[config.mk]
export PLATFORM = sky130hd
export DESIGN_NAME = ldz_top
export DESIGN_NICKNAME = d
export VERILOG_FILES = /design/src/hdl/lzc_pkg.sv /design/src/hdl/lzc_byte_scan.sv /design/src/hdl/lzc_top.sv
export SDC_FILE = /design/constraint.sdc
export NUM_CORES = 1
export LEC_CHECK = 0
export BUFFER_PORTS_ARGS = -buffer_cell sky130_fd_sc_hd__buf_4
export CAP_MARGIN = 40
export CELL_PAD_IN_SITES_DETAIL_PLACEMENT = 0
export CELL_PAD_IN_SITES_GLOBAL_PLACEMENT = 1
export CORE_AREA = 3 3 67 116
export CTS_CLUSTER_DIAMETER = 30
export CTS_CLUSTER_SIZE = 40
export DETAILED_ROUTE_END_ITERATION = 8
export DIE_AREA = 0 0 70 119
export GPL_ROUTABILITY_DRIVEN = 1
export PLACE_DENSITY = 0.79
export SYNTH_ARGS = -nofsm -noshare
export SYNTH_HDL_FRONTEND = slang
export SYNTH_SLANG_ARGS = --single-unit
[constraint.sdc]
create_clock -name sys_clk_i -period 6 [get_ports sys_clk_i]
set_input_delay 0.3 -clock sys_clk_i [delete_from_list [all_inputs] [get_ports sys_clk_i]]
set_output_delay 0.3 -clock sys_clk_i [all_outputs]
set_load 0.01 [all_outputs]
[src/hdl/lzc_pkg.sv]
// Package with register map, field positions and reset values of the zero counter
package ldz_pkg;

  // Register addresses on the special-function-register bus
  localparam logic [7:0] LDZ_ADDR_PORT    = 8'h97;
  localparam logic [7:0] LDZ_ADDR_CONTROL = 8'h96;

  // Field positions in zero_count_control
  localparam int LDZ_BIT_CLEAR    = 0;
  localparam int LDZ_BIT_SEL_LOW  = 1;
  localparam int LDZ_BIT_SEL_HIGH = 2;
  localparam int LDZ_BIT_MODE     = 3;
  localparam int LDZ_BIT_OVERFLOW = 4;

  // Widths and reset values
  localparam int          LDZ_COUNT_W       = 32;
  localparam logic [7:0]  LDZ_PORT_RESET    = 8'h00;
  localparam logic [7:0]  LDZ_CONTROL_RESET = 8'h00;
  localparam logic [31:0] LDZ_COUNT_RESET   = 32'h0000_0000;

  // Byte-select codes of the two-bit field
  localparam logic [1:0] LDZ_SEL_BYTE0 = 2'h0;
  localparam logic [1:0] LDZ_SEL_BYTE3 = 2'h3;

endpackage : ldz_pkg

[src/hdl/lzc_byte_scan.sv]
// Zero-bit scanner for one written byte, most significant bit first
`timescale 1ns/100ps
`default_nettype none

module ldz_byte_scan
  import ldz_pkg::*;
(
  input  wire logic [7:0] data_i,
  input  wire logic       seen_i,
  output logic      [3:0] zeros_o,
  output logic            found_o
);

  // Count zeros above the first one; nothing counts once a one was seen
  always_comb
  begin
    logic stop;
    stop    = seen_i;
    zeros_o = 4'h0;
    for (int i = 7; i >= 0; i--)
    begin
      if (!stop)
      begin
        if (data_i[i])
          stop = 1'b1;
        else
          zeros_o = zeros_o + 4'h1;
      end
    end
    found_o = |data_i;
  end

endmodule // ldz_byte_scan

`default_nettype wire

[src/hdl/lzc_top.sv]
// Leading-zero counting unit on the special-function-register bus
//
// Contract
// - Each port write adds zeros preceding the first one bit since clear.
// - Bits of a written byte arrive most significant first.
// - After a one bit is written the count stays frozen until cleared.
// - Count is 32 bits; a port read returns one byte of it.
// - Two-bit byte-select field in the control register picks the byte.
// - Setting clear bit zeroes count and overflow; writing zero only stores it.
// - Any write to the counting port returns the clear bit to zero.
`timescale 1ns/100ps
`default_nettype none

module ldz_top
  import ldz_pkg::*;
#(
  parameter int COUNT_W = LDZ_COUNT_W
)
(
  input  wire logic       sys_clk_i,
  input  wire logic       sys_rst_i,
  input  wire logic [7:0] sfr_addr_i,
  input  wire logic       sfr_wr_i,
  input  wire logic [7:0] sfr_wdata_i,
  input  wire logic       sfr_rd_i,
  output logic      [7:0] sfr_rdata_o,
  output logic            sfr_hit_o
);

  // Pick one byte of the count by the select code
  function automatic logic [7:0] byte_pick(input logic [31:0] cnt, input logic [1:0] sel);
    byte_pick = cnt[8*sel +: 8];
  endfunction

  // State
  logic [COUNT_W-1:0] count_reg;
  logic [COUNT_W-1:0] count_next;
  logic               seen_reg;
  logic               seen_next;
  logic               overflow_reg;
  logic               overflow_next;
  logic               clear_reg;
  logic               clear_next;
  logic [1:0]         sel_reg;
  logic [1:0]         sel_next;
  logic               mode_reg;
  logic               mode_next;
  logic [7:0]         rdata_reg;
  logic [7:0]         rdata_next;
  logic               hit_reg;
  logic               hit_next;

  // Decoded strobes
  logic       port_wr;
  logic       ctrl_wr;
  logic       port_rd;
  logic       ctrl_rd;
  logic [3:0] byte_zeros;
  logic       byte_found;
  logic [7:0] ctrl_view;

  assign port_wr = sfr_wr_i && (sfr_addr_i == LDZ_ADDR_PORT);
  assign ctrl_wr = sfr_wr_i && (sfr_addr_i == LDZ_ADDR_CONTROL);
  assign port_rd = sfr_rd_i && (sfr_addr_i == LDZ_ADDR_PORT);
  assign ctrl_rd = sfr_rd_i && (sfr_addr_i == LDZ_ADDR_CONTROL);

  // Upper control bits are unused and read as zero
  assign ctrl_view = {3'h0, overflow_reg, mode_reg, sel_reg, clear_reg};

  // Scanner for the byte being written
  ldz_byte_scan u_scan
  (
    .data_i  (sfr_wdata_i),
    .seen_i  (seen_reg),
    .zeros_o (byte_zeros),
    .found_o (byte_found)
  );

  // Count, freeze and clear behaviour
  always_comb
  begin
    logic [COUNT_W:0] sum;
    sum           = {1'b0, count_reg} + {{(COUNT_W - 3){1'b0}}, byte_zeros};
    count_next    = count_reg;
    seen_next     = seen_reg;
    overflow_next = overflow_reg;
    clear_next    = clear_reg;
    sel_next      = sel_reg;
    mode_next     = mode_reg;
    if (port_wr)
    begin
      clear_next = 1'b0;
      if (!seen_reg)
      begin
        count_next = sum[COUNT_W-1:0];
        // Wrap is kept visible instead of saturating the count
        if (sum[COUNT_W])
          overflow_next = 1'b1;
        seen_next = byte_found;
      end
    end
    else if (ctrl_wr)
    begin
      clear_next = sfr_wdata_i[LDZ_BIT_CLEAR];
      sel_next   = {sfr_wdata_i[LDZ_BIT_SEL_HIGH], sfr_wdata_i[LDZ_BIT_SEL_LOW]};
      mode_next  = sfr_wdata_i[LDZ_BIT_MODE];
      // Only a set clear bit acts; writing zero just stores the bit
      if (sfr_wdata_i[LDZ_BIT_CLEAR])
      begin
        count_next    = LDZ_COUNT_RESET[COUNT_W-1:0];
        overflow_next = 1'b0;
        seen_next     = 1'b0;
      end
    end
  end

  // Read path, registered so outputs come from flops
  always_comb
  begin
    rdata_next = 8'h00;
    hit_next   = 1'b0;
    if (port_rd)
    begin
      rdata_next = byte_pick(count_reg, sel_reg);
      hit_next   = 1'b1;
    end
    else if (ctrl_rd)
    begin
      rdata_next = ctrl_view;
      hit_next   = 1'b1;
    end
  end

  // Register all state
  always_ff @(posedge sys_clk_i)
  begin
    if (sys_rst_i)
    begin
      count_reg    <= LDZ_COUNT_RESET[COUNT_W-1:0];
      seen_reg     <= 1'b0;
      overflow_reg <= LDZ_CONTROL_RESET[LDZ_BIT_OVERFLOW];
      clear_reg    <= LDZ_CONTROL_RESET[LDZ_BIT_CLEAR];
      sel_reg      <= LDZ_CONTROL_RESET[LDZ_BIT_SEL_HIGH:LDZ_BIT_SEL_LOW];
      mode_reg     <= LDZ_CONTROL_RESET[LDZ_BIT_MODE];
      rdata_reg    <= LDZ_PORT_RESET;
      hit_reg      <= 1'b0;
    end
    else
    begin
      count_reg    <= count_next;
      seen_reg     <= seen_next;
      overflow_reg <= overflow_next;
      clear_reg    <= clear_next;
      sel_reg      <= sel_next;
      mode_reg     <= mode_next;
      rdata_reg    <= rdata_next;
      hit_reg      <= hit_next;
    end
  end

  assign sfr_rdata_o = rdata_reg;
  assign sfr_hit_o   = hit_reg;
endmodule // ldz_top

`default_nettype wire

==> results of run 1 <==
worst max-delay path, cell delays in order (launching register included):
cell and delay (ns):
dfxtp_1 0.31, or3_1 0.46, nor3_2 0.23, nor2b_1 0.08, ha_1 0.35, or4_1 0.54
a31oi_1 0.19, nor3_1 0.10, nor2_1 0.10, ha_1 0.25, o21ai_0 0.17, a21oi_1 0.07
ha_1 0.30, mux2_2 0.25, o21ai_0 0.23, a21oi_1 0.09, ha_1 0.29, a21oi_1 0.08
o21ai_0 0.17, buf_4 0.16, or4b_1 0.57, or3_1 0.36, a21oi_1 0.14
synthesized netlist by cell type, types with 3 or more instances:
cell type | n | area (um2)
o21ai_0 | 29 | 145
and2_1 | 4 | 25.0
dfxtp_1 | 47 | 941
inv_1 | 9 | 33.8
mux4_2 | 6 | 135
nor4_1 | 5 | 31.3
xnor2_1 | 12 | 105
ha_1 | 9 | 113
nand3_1 | 5 | 25.0
buf_4 | 3 | 22.5
mux2i_1 | 6 | 60.1
clkbuf_1 | 5 | 18.8
nor3_1 | 8 | 40.0
o31ai_1 | 4 | 30.0
nor2_1 | 28 | 105
nand4_1 | 10 | 62.6
buf_1 | 3 | 11.3
and3_1 | 5 | 31.3
or3_1 | 17 | 106
or4_1 | 5 | 37.5
xor2_1 | 3 | 26.3
a21oi_1 | 32 | 160
a22oi_1 | 3 | 22.5
nand3b_1 | 3 | 22.5
nand2_1 | 30 | 113
routing by layer:
metal  wire length [um]  vias to the layer above  share of wire [%]
met4                351                        0                4.5
met3                261                       22                3.4
met2               4420                       70                 57
met5                  0                        -                  0
li1                   -                     1270                  -
met1               2700                     1249                 35
kinds of logic (layout without fill, tap and decap cells):
group                      after synthesis  count (layout)  synth area share, %
and+or+nand+nor                        139             139                 27.4
AOI/OAI and AO/OA                       83              83                 17.5
DFF                                     47              47                 34.0
buffers and inverters                   23              51                 3.62
xor gates and xnor gates                15              15                 4.75
muxes                                   14              14                 7.88
adders and majority gates               10              10                 4.80
through the flow:
stage	util (%)	setup WS (ns)
3_3_place_gp	44.2	0.262
3_5_place_dp	44.2	0.154
5_1_grt	47.2	0.0635
4_1_cts	47.1	0.243
6_report	47.2	0.436
2_1_floorplan	-	0.473
area by class of cell:
cell class	instances	area (um2)
fillers	692	3650
multi-input cells	261	1730
flip-flops and latches	47	941
repair buffers	33	248
clock buffers	5	125
well taps	84	105
clock inverters	3	71.3
inverters	10	37.5
layout by cell type, fill, tap and decap left out, types with 4 or more instances in the layout:
cell type / n
a21oi_1: 32
and2_1: 4
and3_1: 5
buf_4: 33
clkbuf_16: 5
dfxtp_1: 47
ha_1: 9
inv_1: 9
mux2i_1: 6
mux4_2: 6
nand2_1: 30
nand3_1: 5
nand4_1: 10
nor2_1: 28
nor3_1: 7
nor4_1: 5
o21ai_0: 29
o31ai_1: 4
or3_1: 17
or4_1: 4
xnor2_1: 12
worst paths after layout:
kind / start / to / slack (ns) / cells after the start
max: seen_reg$_SDFFE_PP0P_ / count_reg[21]$_SDFFE_PP0P_ / 0.44 / 22
min: sys_rst_i / mode_reg$_SDFFE_PP0P_ / 0.28 / 2
max reg2reg: seen_reg$_SDFFE_PP0P_ / count_reg[21]$_SDFFE_PP0P_ / 0.44 / 22
min reg2reg: overflow_reg$_SDFFE_PP0P_ / overflow_reg$_SDFFE_PP0P_ / 0.47 / 1
timing repair:
item                                    4_1_cts  5_1_grt
resized for setup                             0        2
hold buffers                                  0        0
endpoints found under the setup margin        0        8
power by group:
part           switching [mW]  internal, mW
clock                   0.124         0.242
combinational          0.0275        0.0193
sequential          0.0000982         0.312
total                   0.152         0.573
==> summary.txt, run 1 <==
Global routing
  – GR Util met3: 2.53%
  – Largest net degree at the start of global routing: 29
  – Grt met2 use: between 30% and 40%
  – Initial antenna violation count: 0
  – Global route overflow: 0
  – Tot GR Track Use: 18.9%
  – Met1 Use GR: about 18%
  – Vias in the first global route: around 2600
  – Global-route wire length before repair: 12700 um
  – Grt peak-use layer: met2

Logic synthesis
  – Count of cell types in the netlist: 54
  – Async SR Flop Fraction: 0%
  – Ys flop type: dfxtp_1
  – Cell count after synthesis: between 300 and 400
  – FF+latch count, synth: 47
  – Mapped Nets: 361
  – Mapped Area: 0.00276 mm2
  – Avg Synthesized Cell Area: 8.35 um2
  – Post-synthesis sequential area ratio: about 34%
  – EDFF count, synth: 0
  – Yosys warns: 0

STA
  – Worst Tran Pin Value: around 0.64 ns
  – Setup repair after global routing missed its margin: no
  – Final setup violation count: 0
  – Setup_tns: 0 ns
  – Final Hold Slack: 0.285 ns
  – Period utilization: a little over 90%
  – Post-layout min period: 5.56 ns
  – Slew Limit Headroom: 57.3%
  – Endpoints failing hold: 0
  – Final Max Tran Viols: 0
  – Final Skew: roughly 0.0049 ns
  – Max Freq: between 150 and 200 MHz

Place
  – Placed cell count: between 400 and 500
  – Dpl hpwl: 6160 um
  – Post-DP Area: around 0.003 mm2
  – GP Congestion: 0.903
  – Port bufs: 28

Routing
  – Vias: approximately 2600
  – Antenna Nets Post-Route: 0
  – Initial DRT Pass Iterations: 4
  – WL/cell: 17.4 um
  – Drt drc: 0
  – Detailed Route WL: 7720 um
  – Initial DRC count: 108
  – Via/cell ratio: 5.89

Worst hold path
  – Worst hold path type: in2reg

Power
  – VDD IR max: roughly 0.12 mV
  – Total Power: approximately 720 uW
  – Leak Pwr: ~1.1 nW
  – Pwr Density: about 220 mW/mm2

CTS
  – Worst-Skew Late Latency: 0.29 ns
  – CTS tree: done
  – H-tree Lvls: 2
  – CTS Sinks: 47
  – Setup Buffers After CTS: 0
  – Worst-path clk slew: approximately 0.07 ns
  – Clock tree buffer depth: 2
  – Root Buffer: clkbuf_16
  – CTS buffer count: 5

Run
  – Max Cap Viol: 0

Status
  – Status: complete, no violations

Finish
  – Ant diodes: 0
  – Non-Filler Instances: 443
  – Max reg flops: 32
  – Share of layout cells above drive strength 1: about 16%
  – Area Overhead vs Synth: 17.9%
  – Fin area: between 0.003 and 0.004 mm2
  – Nets: between 300 and 400

Die
  – Die area: around 0.0083 mm2
  – IO Pins: 29
  – Num rows: 40
  – Die H: about 120 um
  – Die W: around 70 um
  – Core area: 0.00691 mm2
  – Initial core utilization: around 40%

Critical path
  – Startpoint Class: flip-flop
  – CP endpoint kind: flip-flop
  – Critical path class: reg2reg
  – Arrival @ worst endpoint: roughly 5.8 ns
  – Req. time, crit path: roughly 6.2 ns
  – Crit path max fanout: 7
Note: power is estimated with default switching activity, not from simulation.
==> run 2, diff against run 1 <==
==> constraint.sdc (replaced) <==
create_clock -name sys_clk_i -period 6 [get_ports sys_clk_i]
set_input_delay 1.2 -clock sys_clk_i [delete_from_list [all_inputs] [get_ports sys_clk_i]]
set_output_delay 1.2 -clock sys_clk_i [all_outputs]
set_load 0.01 [all_outputs]
==> run 2 against run 1 <==
Against the previous run: first-iteration DRC count is 89% higher; register-to-register slack better by 0.42 ns; worst hold slack better by 0.20 ns; utilization is 2.4 points higher; sequential power hardly changed; power is 3.3% lower; sequential share of layout area is 1.4 points lower; wire length is 8.8% higher.
==> summary.txt, run 2 (synthesized netlist as in run 1, its figures left out) <==
Finish
  – Non-Filler Instances: 456 (+2.9%)
  – Commonest non-fill, non-tap cell in the layout: dfxtp_1
  – Fin util: 49.6% (+2.4 points)
  – Nets: 401 (+3.4%)
  – Ant diodes: 0 (unchanged)
  – Register area: 941 um2 (unchanged)
  – Share of layout cells above drive strength 1: 22.6% (+6.4 points)
  – Multi-input gate area: 0.00181 mm2 (+4.5%)
  – Area Overhead vs Synth: 24.0%
  – Max reg flops: 32 (unchanged)
  – Commonest non-fill, non-tap cells in the layout: 47 x dfxtp_1, 44 x buf_4, 31 x a21oi_1
  – Fillers: 710 (+2.6%)

CTS
  – Clock tree buffer depth: 2 (unchanged)
  – Worst-path clk slew: 0.07 ns (about the same)
  – Root Buffer: clkbuf_16
  – CTS Sinks: 47 (unchanged)
  – H-tree Lvls: 2 (unchanged)
  – CTS tree: done
  – CTS buffer count: 5 (unchanged)
  – Worst-Skew Late Latency: 0.29 ns (about the same)

STA
  – Slew Limit Headroom: 62.0% (+4.7 points)
  – Period utilization: 96.2% (+3.5 points)
  – Worst Tran Pin Value: 0.567 ns (-0.0705 ns)
  – Endpoints failing hold: 0 (unchanged)
  – Final setup violation count: 0 (unchanged)
  – Final Max Tran Viols: 0 (unchanged)
  – Max Freq: 173 MHz (-3.7%)
  – Final Skew: 0.00660 ns (+0.00171 ns)
  – Post-layout min period: 5.77 ns (+0.211 ns)

Die
  – Core area: 0.00691 mm2 (unchanged)
  – IO Pins: 29 (unchanged)
  – Num rows: 40 (unchanged)
  – Die H: 119 um (unchanged)
  – Initial core utilization: 40.0% (unchanged)
  – Die area: 0.00833 mm2 (unchanged)
  – Die W: 70 um (unchanged)

Critical path
  – Reg2Reg Setup Slack: 0.86 ns (+0.42 ns)
  – Slowest stage cell, crit path: or4_4
  – FF-to-FF Start: seen_reg$_SDFFE_PP0P_
  – Req. time, crit path: 6.23 ns (about the same)
  – CP Cell Sequence: buf_4 > or3_4 > buf_6 > nor2_4 > ha_4 > or4_4 > a31oi_4 > nor3_2 > nor2_1 > ha_1 > o21ai_2 > a21oi_1 > ha_1 > mux2_2 > o21ai_1 > a21o_1 > fa_2 > and3b_2 > nor2_4 > buf_4 > nand4b_1 > or4_4 > a21oi_2
  – Critical path's largest stage delay: 0.61 ns (+0.04 ns)
  – Reg-to-reg endpoint: count_reg[16]$_SDFFE_PP0P_
  – R2R cell count: 22 (unchanged)
  – Arrival @ worst endpoint: 6.00 ns (+0.22 ns)
  – CP endpoint kind: flip-flop
  – Startpoint Class: input pin
  – Critical path class: in2reg
  – Crit path max fanout: 6 (-1)

Routing
  – Via/cell ratio: 5.88 (-0.32%)
  – Initial DRT Pass Iterations: 4 (unchanged)
  – Vias: 2679 (+2.6%)
  – Drt drc: 0 (unchanged)
  – Antenna Nets Post-Route: 0 (unchanged)
  – Detailed Route WL: 8400 um (+8.8%)
  – WL/cell: 18.4 um (+5.7%)
  – Initial DRC count: 204 (+89%)

Worst hold path
  – Hold Startpoint: overflow_reg$_SDFFE_PP0P_
  – Worst hold path cell count: 1 (-1)
  – Worst hold path type: reg2reg
  – Hold Crit Endpoint: overflow_reg$_SDFFE_PP0P_

Global routing
  – Vias in the first global route: 2645 (+0.76%)
  – Grt met2 use: 41.1% (+3.2 points)
  – Global route overflow: 0 (unchanged)
  – Met1 Use GR: 20.2% (+2.4 points)
  – Grt peak-use layer: met2
  – Initial antenna violation count: 0 (unchanged)
  – Largest net degree at the start of global routing: 29 (unchanged)
  – Tot GR Track Use: 20.7% (+1.8 points)
  – GR Util met3: 2.79% (+0.25 points)
  – Global-route wire length before repair: 13500 um (+6.8%)

Power
  – Combinational Power Share: 8.8% (+2.3 points)
  – Leak Pwr: 1.21 nW (+6.0%)
  – Pwr Density: 204 mW/mm2 (-8.1%)
  – VDD IR max: 0.133 mV (+12%)
  – Sequential share of power: 44.5% (+1.5 points)
  – Int Pwr: 539 uW (-6.0%)
  – Clock power share: 46.7% (-3.8 points)
  – Switching pwr: 162 uW (+6.5%)
  – Sw Share: 23.1% (+2.1 points)

Status
  – Status: complete, no violations

Place
  – Placed cell count: 447 (+2.8%)
  – GP Congestion: 0.981 (+8.7%)
  – Dpl hpwl: 6600 um (+7.2%)
  – Port bufs: 28 (unchanged)

Run
  – Max Cap Viol: 0 (unchanged)
[run 2: layout make-up]
| cell class | instances | area share, % |
|---|---|---|
| multi-input combinational | 261 | 52.8 |
| clock inverter | 3 | 1.39 |
| inverter | 10 | 1.10 |
| clock buffer | 5 | 3.65 |
| tap | 84 | 3.07 |
| sequential | 47 | 27.5 |
| timing repair buffer | 46 | 10.6 |
[run 2: worst max path at each step]
stage	from	endpoint	slack [ns]	cells after the start
global route	sfr_wdata_i[7]	count_reg[16]$_SDFFE_PP0P_	-0.03	23
floorplan	sfr_wdata_i[7]	count_reg[22]$_SDFFE_PP0P_	0.01	22
global placement	sfr_wdata_i[7]	count_reg[22]$_SDFFE_PP0P_	-0.22	22
CTS	sfr_wdata_i[7]	count_reg[22]$_SDFFE_PP0P_	0.02	22
finish	sfr_wdata_i[7]	count_reg[16]$_SDFFE_PP0P_	0.23	23
detailed placement	sfr_wdata_i[7]	count_reg[22]$_SDFFE_PP0P_	-0.27	22
[run 2: metrics by stage]
| stage | cell area [um2] | power (mW) | hold slack [ns] | setup TNS (ns) | worst slack, ns |
|---|---|---|---|---|---|
| 2_1_floorplan | 2790 | 0.346 | 0.440 | 0 | 0.00972 |
| 3_3_place_gp | 3180 | 0.375 | 0.446 | -1.72 | -0.219 |
| 3_5_place_dp | 3180 | 0.375 | 0.464 | -2.49 | -0.270 |
| 4_1_cts | 3350 | 0.699 | 0.480 | 0 | 0.0163 |
| 5_1_grt | 3430 | 0.721 | 0.507 | -0.0308 | -0.0308 |
| 6_report | 3430 | 0.700 | 0.480 | 0 | 0.225 |
[run 2: timing repair]
action                                  CTS  global route
resized for setup                         0            14
endpoints found under the setup margin    0            19
setup buffers                             0             1
hold buffers                              0             0
[run 2: critical path, delay by kind of cell]
kind / cells / cell delay (ns)
AO/OA/AOI/OAI: 6 / 0.76
adder cells (fa/ha/maj): 4 / 1.09
buffers and inverters: 3 / 0.41
multiplexers: 1 / 0.14
AND/OR/NAND/NOR: 9 / 2.40
[run 2: routing by layer]
metal / vias to the layer above / part of all wire [%]
li1: 1301 / -
met1: 1297 / 35
met2: 57 / 59
met3: 24 / 2.9
met4: 0 / 3.8
met5: - / 0
[run 2: power by group through the flow]
stage,Sequential (mW),Combinational (mW),Clock (mW)
after global routing,0.312,0.0670,0.343
after floorplan,0.319,0.0272,0
after global placement,0.319,0.0555,0
after detailed placement,0.319,0.0560,0
after CTS,0.312,0.0561,0.331
final,0.312,0.0616,0.327
==> run 3, diff against run 2 <==
--- a/config.mk
+++ b/config.mk
@@ -5,17 +5,18 @@
 export SDC_FILE = /design/constraint.sdc
 export NUM_CORES = 1
 export LEC_CHECK = 0
+export ABC_AREA = 1
 export BUFFER_PORTS_ARGS = -buffer_cell sky130_fd_sc_hd__buf_4
 export CAP_MARGIN = 40
 export CELL_PAD_IN_SITES_DETAIL_PLACEMENT = 0
 export CELL_PAD_IN_SITES_GLOBAL_PLACEMENT = 1
-export CORE_AREA = 3 3 67 116
+export CORE_AREA = 3 3 75 130
 export CTS_CLUSTER_DIAMETER = 30
 export CTS_CLUSTER_SIZE = 40
 export DETAILED_ROUTE_END_ITERATION = 8
-export DIE_AREA = 0 0 70 119
+export DIE_AREA = 0 0 78 133
 export GPL_ROUTABILITY_DRIVEN = 1
-export PLACE_DENSITY = 0.79
+export PLACE_DENSITY = 0.82
 export SYNTH_ARGS = -nofsm -noshare
 export SYNTH_HDL_FRONTEND = slang
 export SYNTH_SLANG_ARGS = --single-unit
==> run 3 against run 2 <==
Against the previous run: sequential share of layout area down 3.6 points; clock-buffer cell count up 1; largest power group unchanged; cell count up 53%; worst hold slack worse by 0.0092 ns; setup slack better by 0.81 ns; area after synthesis up 27%; critical path type unchanged.
==> summary.txt, run 3 <==
STA
  – Worst Tran Pin Value: 0.631 ns (+0.0644 ns)
  – Final Max Tran Viols: 0 (unchanged)
  – Max Freq: 201 MHz (+16%)
  – Final Skew: 0.00688 ns (+0.000284 ns)
  – Slew Limit Headroom: 57.9% (-4.1 points)
  – Endpoints failing hold: 0 (unchanged)
  – Final Hold Slack: 0.471 ns (-0.00916 ns)
  – Setup_tns: 0 ns (unchanged)
  – Period utilization: 82.7% (-14 points)
  – Post-layout min period: 4.96 ns (-0.811 ns)
  – Setup repair after global routing missed its margin: no
  – Final setup violation count: 0 (unchanged)

Global routing
  – Global route overflow: 0 (unchanged)
  – Largest net degree at the start of global routing: 33 (+14%)
  – Global-route wire length before repair: 18100 um (+34%)
  – Tot GR Track Use: 22.2% (+1.5 points)
  – Vias in the first global route: 3720 (+41%)
  – Initial antenna violation count: 0 (unchanged)

Routing
  – Detailed Route WL: 11300 um (+34%)
  – Via/cell ratio: 5.37 (-8.6%)
  – WL/cell: 16.1 um (-12%)
  – Initial DRC count: 249 (+22%)
  – Initial DRT Pass Iterations: 6 (+2)
  – Antenna Nets Post-Route: 0 (unchanged)
  – Drt drc: 0 (unchanged)
  – Vias: 3752 (+40%)

Die
  – IO Pins: 29 (unchanged)
  – Num rows: 45 (+13%)
  – Initial core utilization: 39.8% (-0.20 points)
  – Die H: 133 um (+12%)
  – Die W: 78 um (+11%)
  – Core area: 0.00878 mm2 (+27%)
  – Die area: 0.0104 mm2 (+25%)

Finish
  – Share of layout cells above drive strength 1: 12.7% (-9.9 points)
  – Ant diodes: 0 (unchanged)
  – Non-Filler Instances: 699 (+53%)
  – Nets: 611 (+52%)
  – Fin util: 45.0% (-4.6 points)
  – Max reg flops: 32 (unchanged)
  – Commonest non-fill, non-tap cells in the layout: 156 x nand2_1, 64 x inv_1, 52 x a21oi_1
  – Area Overhead vs Synth: 13.0%
  – Commonest non-fill, non-tap cell in the layout: nand2_1

Power
  – Leak Pwr: 1.58 nW (+30%)
  – Total Power: 698 uW (-0.40%)
  – VDD IR max: 0.0955 mV (-28%)
  – Pwr Density: 177 mW/mm2 (-14%)

Logic synthesis
  – Avg Synthesized Cell Area: 6.24 um2 (-25%)
  – Simple-gate share of the synthesized area: 41.3% (+14 points)
  – Synth cell count leaders: 156 x nand2_1, 64 x inv_1, 52 x a21oi_1
  – Area contributors post-synth: dfxtp_1 27%, nand2_1 17%, a21oi_1 7.4%
  – Mapped Nets: 590 (+63%)
  – Async SR Flop Fraction: 0% (unchanged)
  – EDFF count, synth: 0 (unchanged)
  – Post-synthesis mux area share: 0.286% (-7.6 points)
  – Mapped Area: 0.00350 mm2 (+27%)
  – Most common cell in the netlist: nand2_1
  – Yosys warns: 0 (unchanged)
  – Synth Area in Compound Gates: 15.7% (-1.8 points)
  – Main combinational cell family by area after synthesis: simple AND/OR/NAND/NOR gates
  – Synth top area share: 26.9% (-7.1 points)
  – Top cell type by total area after synthesis: dfxtp_1
  – FF+latch count, synth: 47 (unchanged)
  – Ys flop type: dfxtp_1
  – Cell count after synthesis: 560 (+69%)
  – Synth Area in XOR/XNOR: 1.50% (-3.3 points)
  – Count of cell types in the netlist: 43 (-20%)
  – Post-synthesis sequential area ratio: 26.9% (-7.1 points)
  – Post-Synth Adder-Cell Area: 3.79% (-1.0 points)

CTS
  – Root Buffer: clkbuf_16
  – Post_cts resized: 0 (unchanged)
  – CTS tree: done
  – Post-CTS Hold Fix Bufs: 0 (unchanged)
  – Setup Buffers After CTS: 0 (unchanged)
  – Worst-path clk slew: 0.07 ns (about the same)
  – Worst-Skew Late Latency: 0.29 ns (about the same)
  – CTS Sinks: 47 (unchanged)
  – CTS buffer count: 5 (unchanged)
  – Clock tree buffer depth: 2 (unchanged)
  – H-tree Lvls: 2 (unchanged)

Run
  – Max Cap Viol: 0 (unchanged)

Critical path
  – Critical path's largest stage delay: 0.34 ns (-0.27 ns)
  – Most used cell, CP: nand2_1
  – Startpoint Class: input pin
  – CP endpoint kind: flip-flop
  – Slowest stage cell, crit path: a21oi_2
  – Req. time, crit path: 6.22 ns (about the same)
  – Crit path max fanout: 8 (+2)
  – Critical path class: in2reg
  – Arrival @ worst endpoint: 5.19 ns (-0.81 ns)

Place
  – Placed cell count: 691 (+55%)
  – Port bufs: 28 (unchanged)
  – GP Congestion: 0.915 (-6.7%)
  – Dpl hpwl: 8720 um (+32%)

Status
  – Status: complete, no violations

Worst hold path
  – Worst hold path type: reg2reg
==> run 3: cell types whose count changed in the layout (fill, tap and decap cells not counted), sizes merged, moves of 6 or more <==
| cell | delta |
|---|---|
| or3 | -17 |
| nand4 | +22 |
| a21oi | +23 |
| inv | +62 |
| xnor2 | -10 |
| nor3 | +7 |
| nor2 | +19 |
| nand2 | +135 |
| nand3 | +33 |
| buf | -18 |
| mux4 | -6 |
==> run 3: routing by layer <==
metal  share of wire, %  track usage, %  vias to the layer above
met2                 57            43.5                       88
met3                2.7            2.45                       40
met5                  0               0                        -
li1                   -               -                     1890
met1                 35            20.8                     1734
met4                5.4            14.8                        0
==> run 3: path summary, 6_finish.rpt <==
path / startpoint / endpoint / slack (ns) / depth (start not counted)
max: sfr_wdata_i[7] / count_reg[13]$_SDFFE_PP0P_ / 1.04 / 32
min: overflow_reg$_SDFFE_PP0P_ / overflow_reg$_SDFFE_PP0P_ / 0.47 / 2
max reg2reg: seen_reg$_SDFFE_PP0P_ / count_reg[13]$_SDFFE_PP0P_ / 1.65 / 31
min reg2reg: overflow_reg$_SDFFE_PP0P_ / overflow_reg$_SDFFE_PP0P_ / 0.47 / 2
==> run 3: worst max-delay path, delay by kind of cell <==
kind / cells / cell delay [ns]
fa+ha+maj: 4 / 1.12
simple gates: 17 / 1.57
buf+inv: 6 / 0.36
mux: 1 / 0.07
compound gates: 4 / 0.88
==> run 3: layout make-up <==
| class | count | area, um2 |
|---|---|---|
| Clock inverter | 2 | 38.8 |
| Tap cell | 117 | 146 |
| Inverter | 75 | 287 |
| Timing Repair Buffer | 28 | 210 |
| Sequential cell | 47 | 941 |
| Clock buffer | 6 | 139 |
| Fill cell | 969 | 4830 |
| Multi-Input combinational cell | 424 | 2190 |
==> run 3: logic make-up (layout without fill, tap and decap cells) <==
group           Yosys count  in the layout
buf+inv                  89            111
mux                       1              1
flops                    47             47
compound gates           99             99
xor+xnor                  6              6
fa+ha+maj                10             10
simple gates            308            308
==> run 3: through the flow <==
stage / worst slack, ns / instance area [um2]
after floorplan: 1.36 / 3500
after global placement: 0.857 / 3770
after detailed placement: 0.761 / 3770
after CTS: 1.06 / 3950
after global routing: 0.628 / 3950
final: 1.04 / 3950
==> run 3: power breakdown <==
part | internal (mW) | switching, mW
registers | 0.312 | 0.000177
clock network | 0.210 | 0.131
logic | 0.0172 | 0.0279
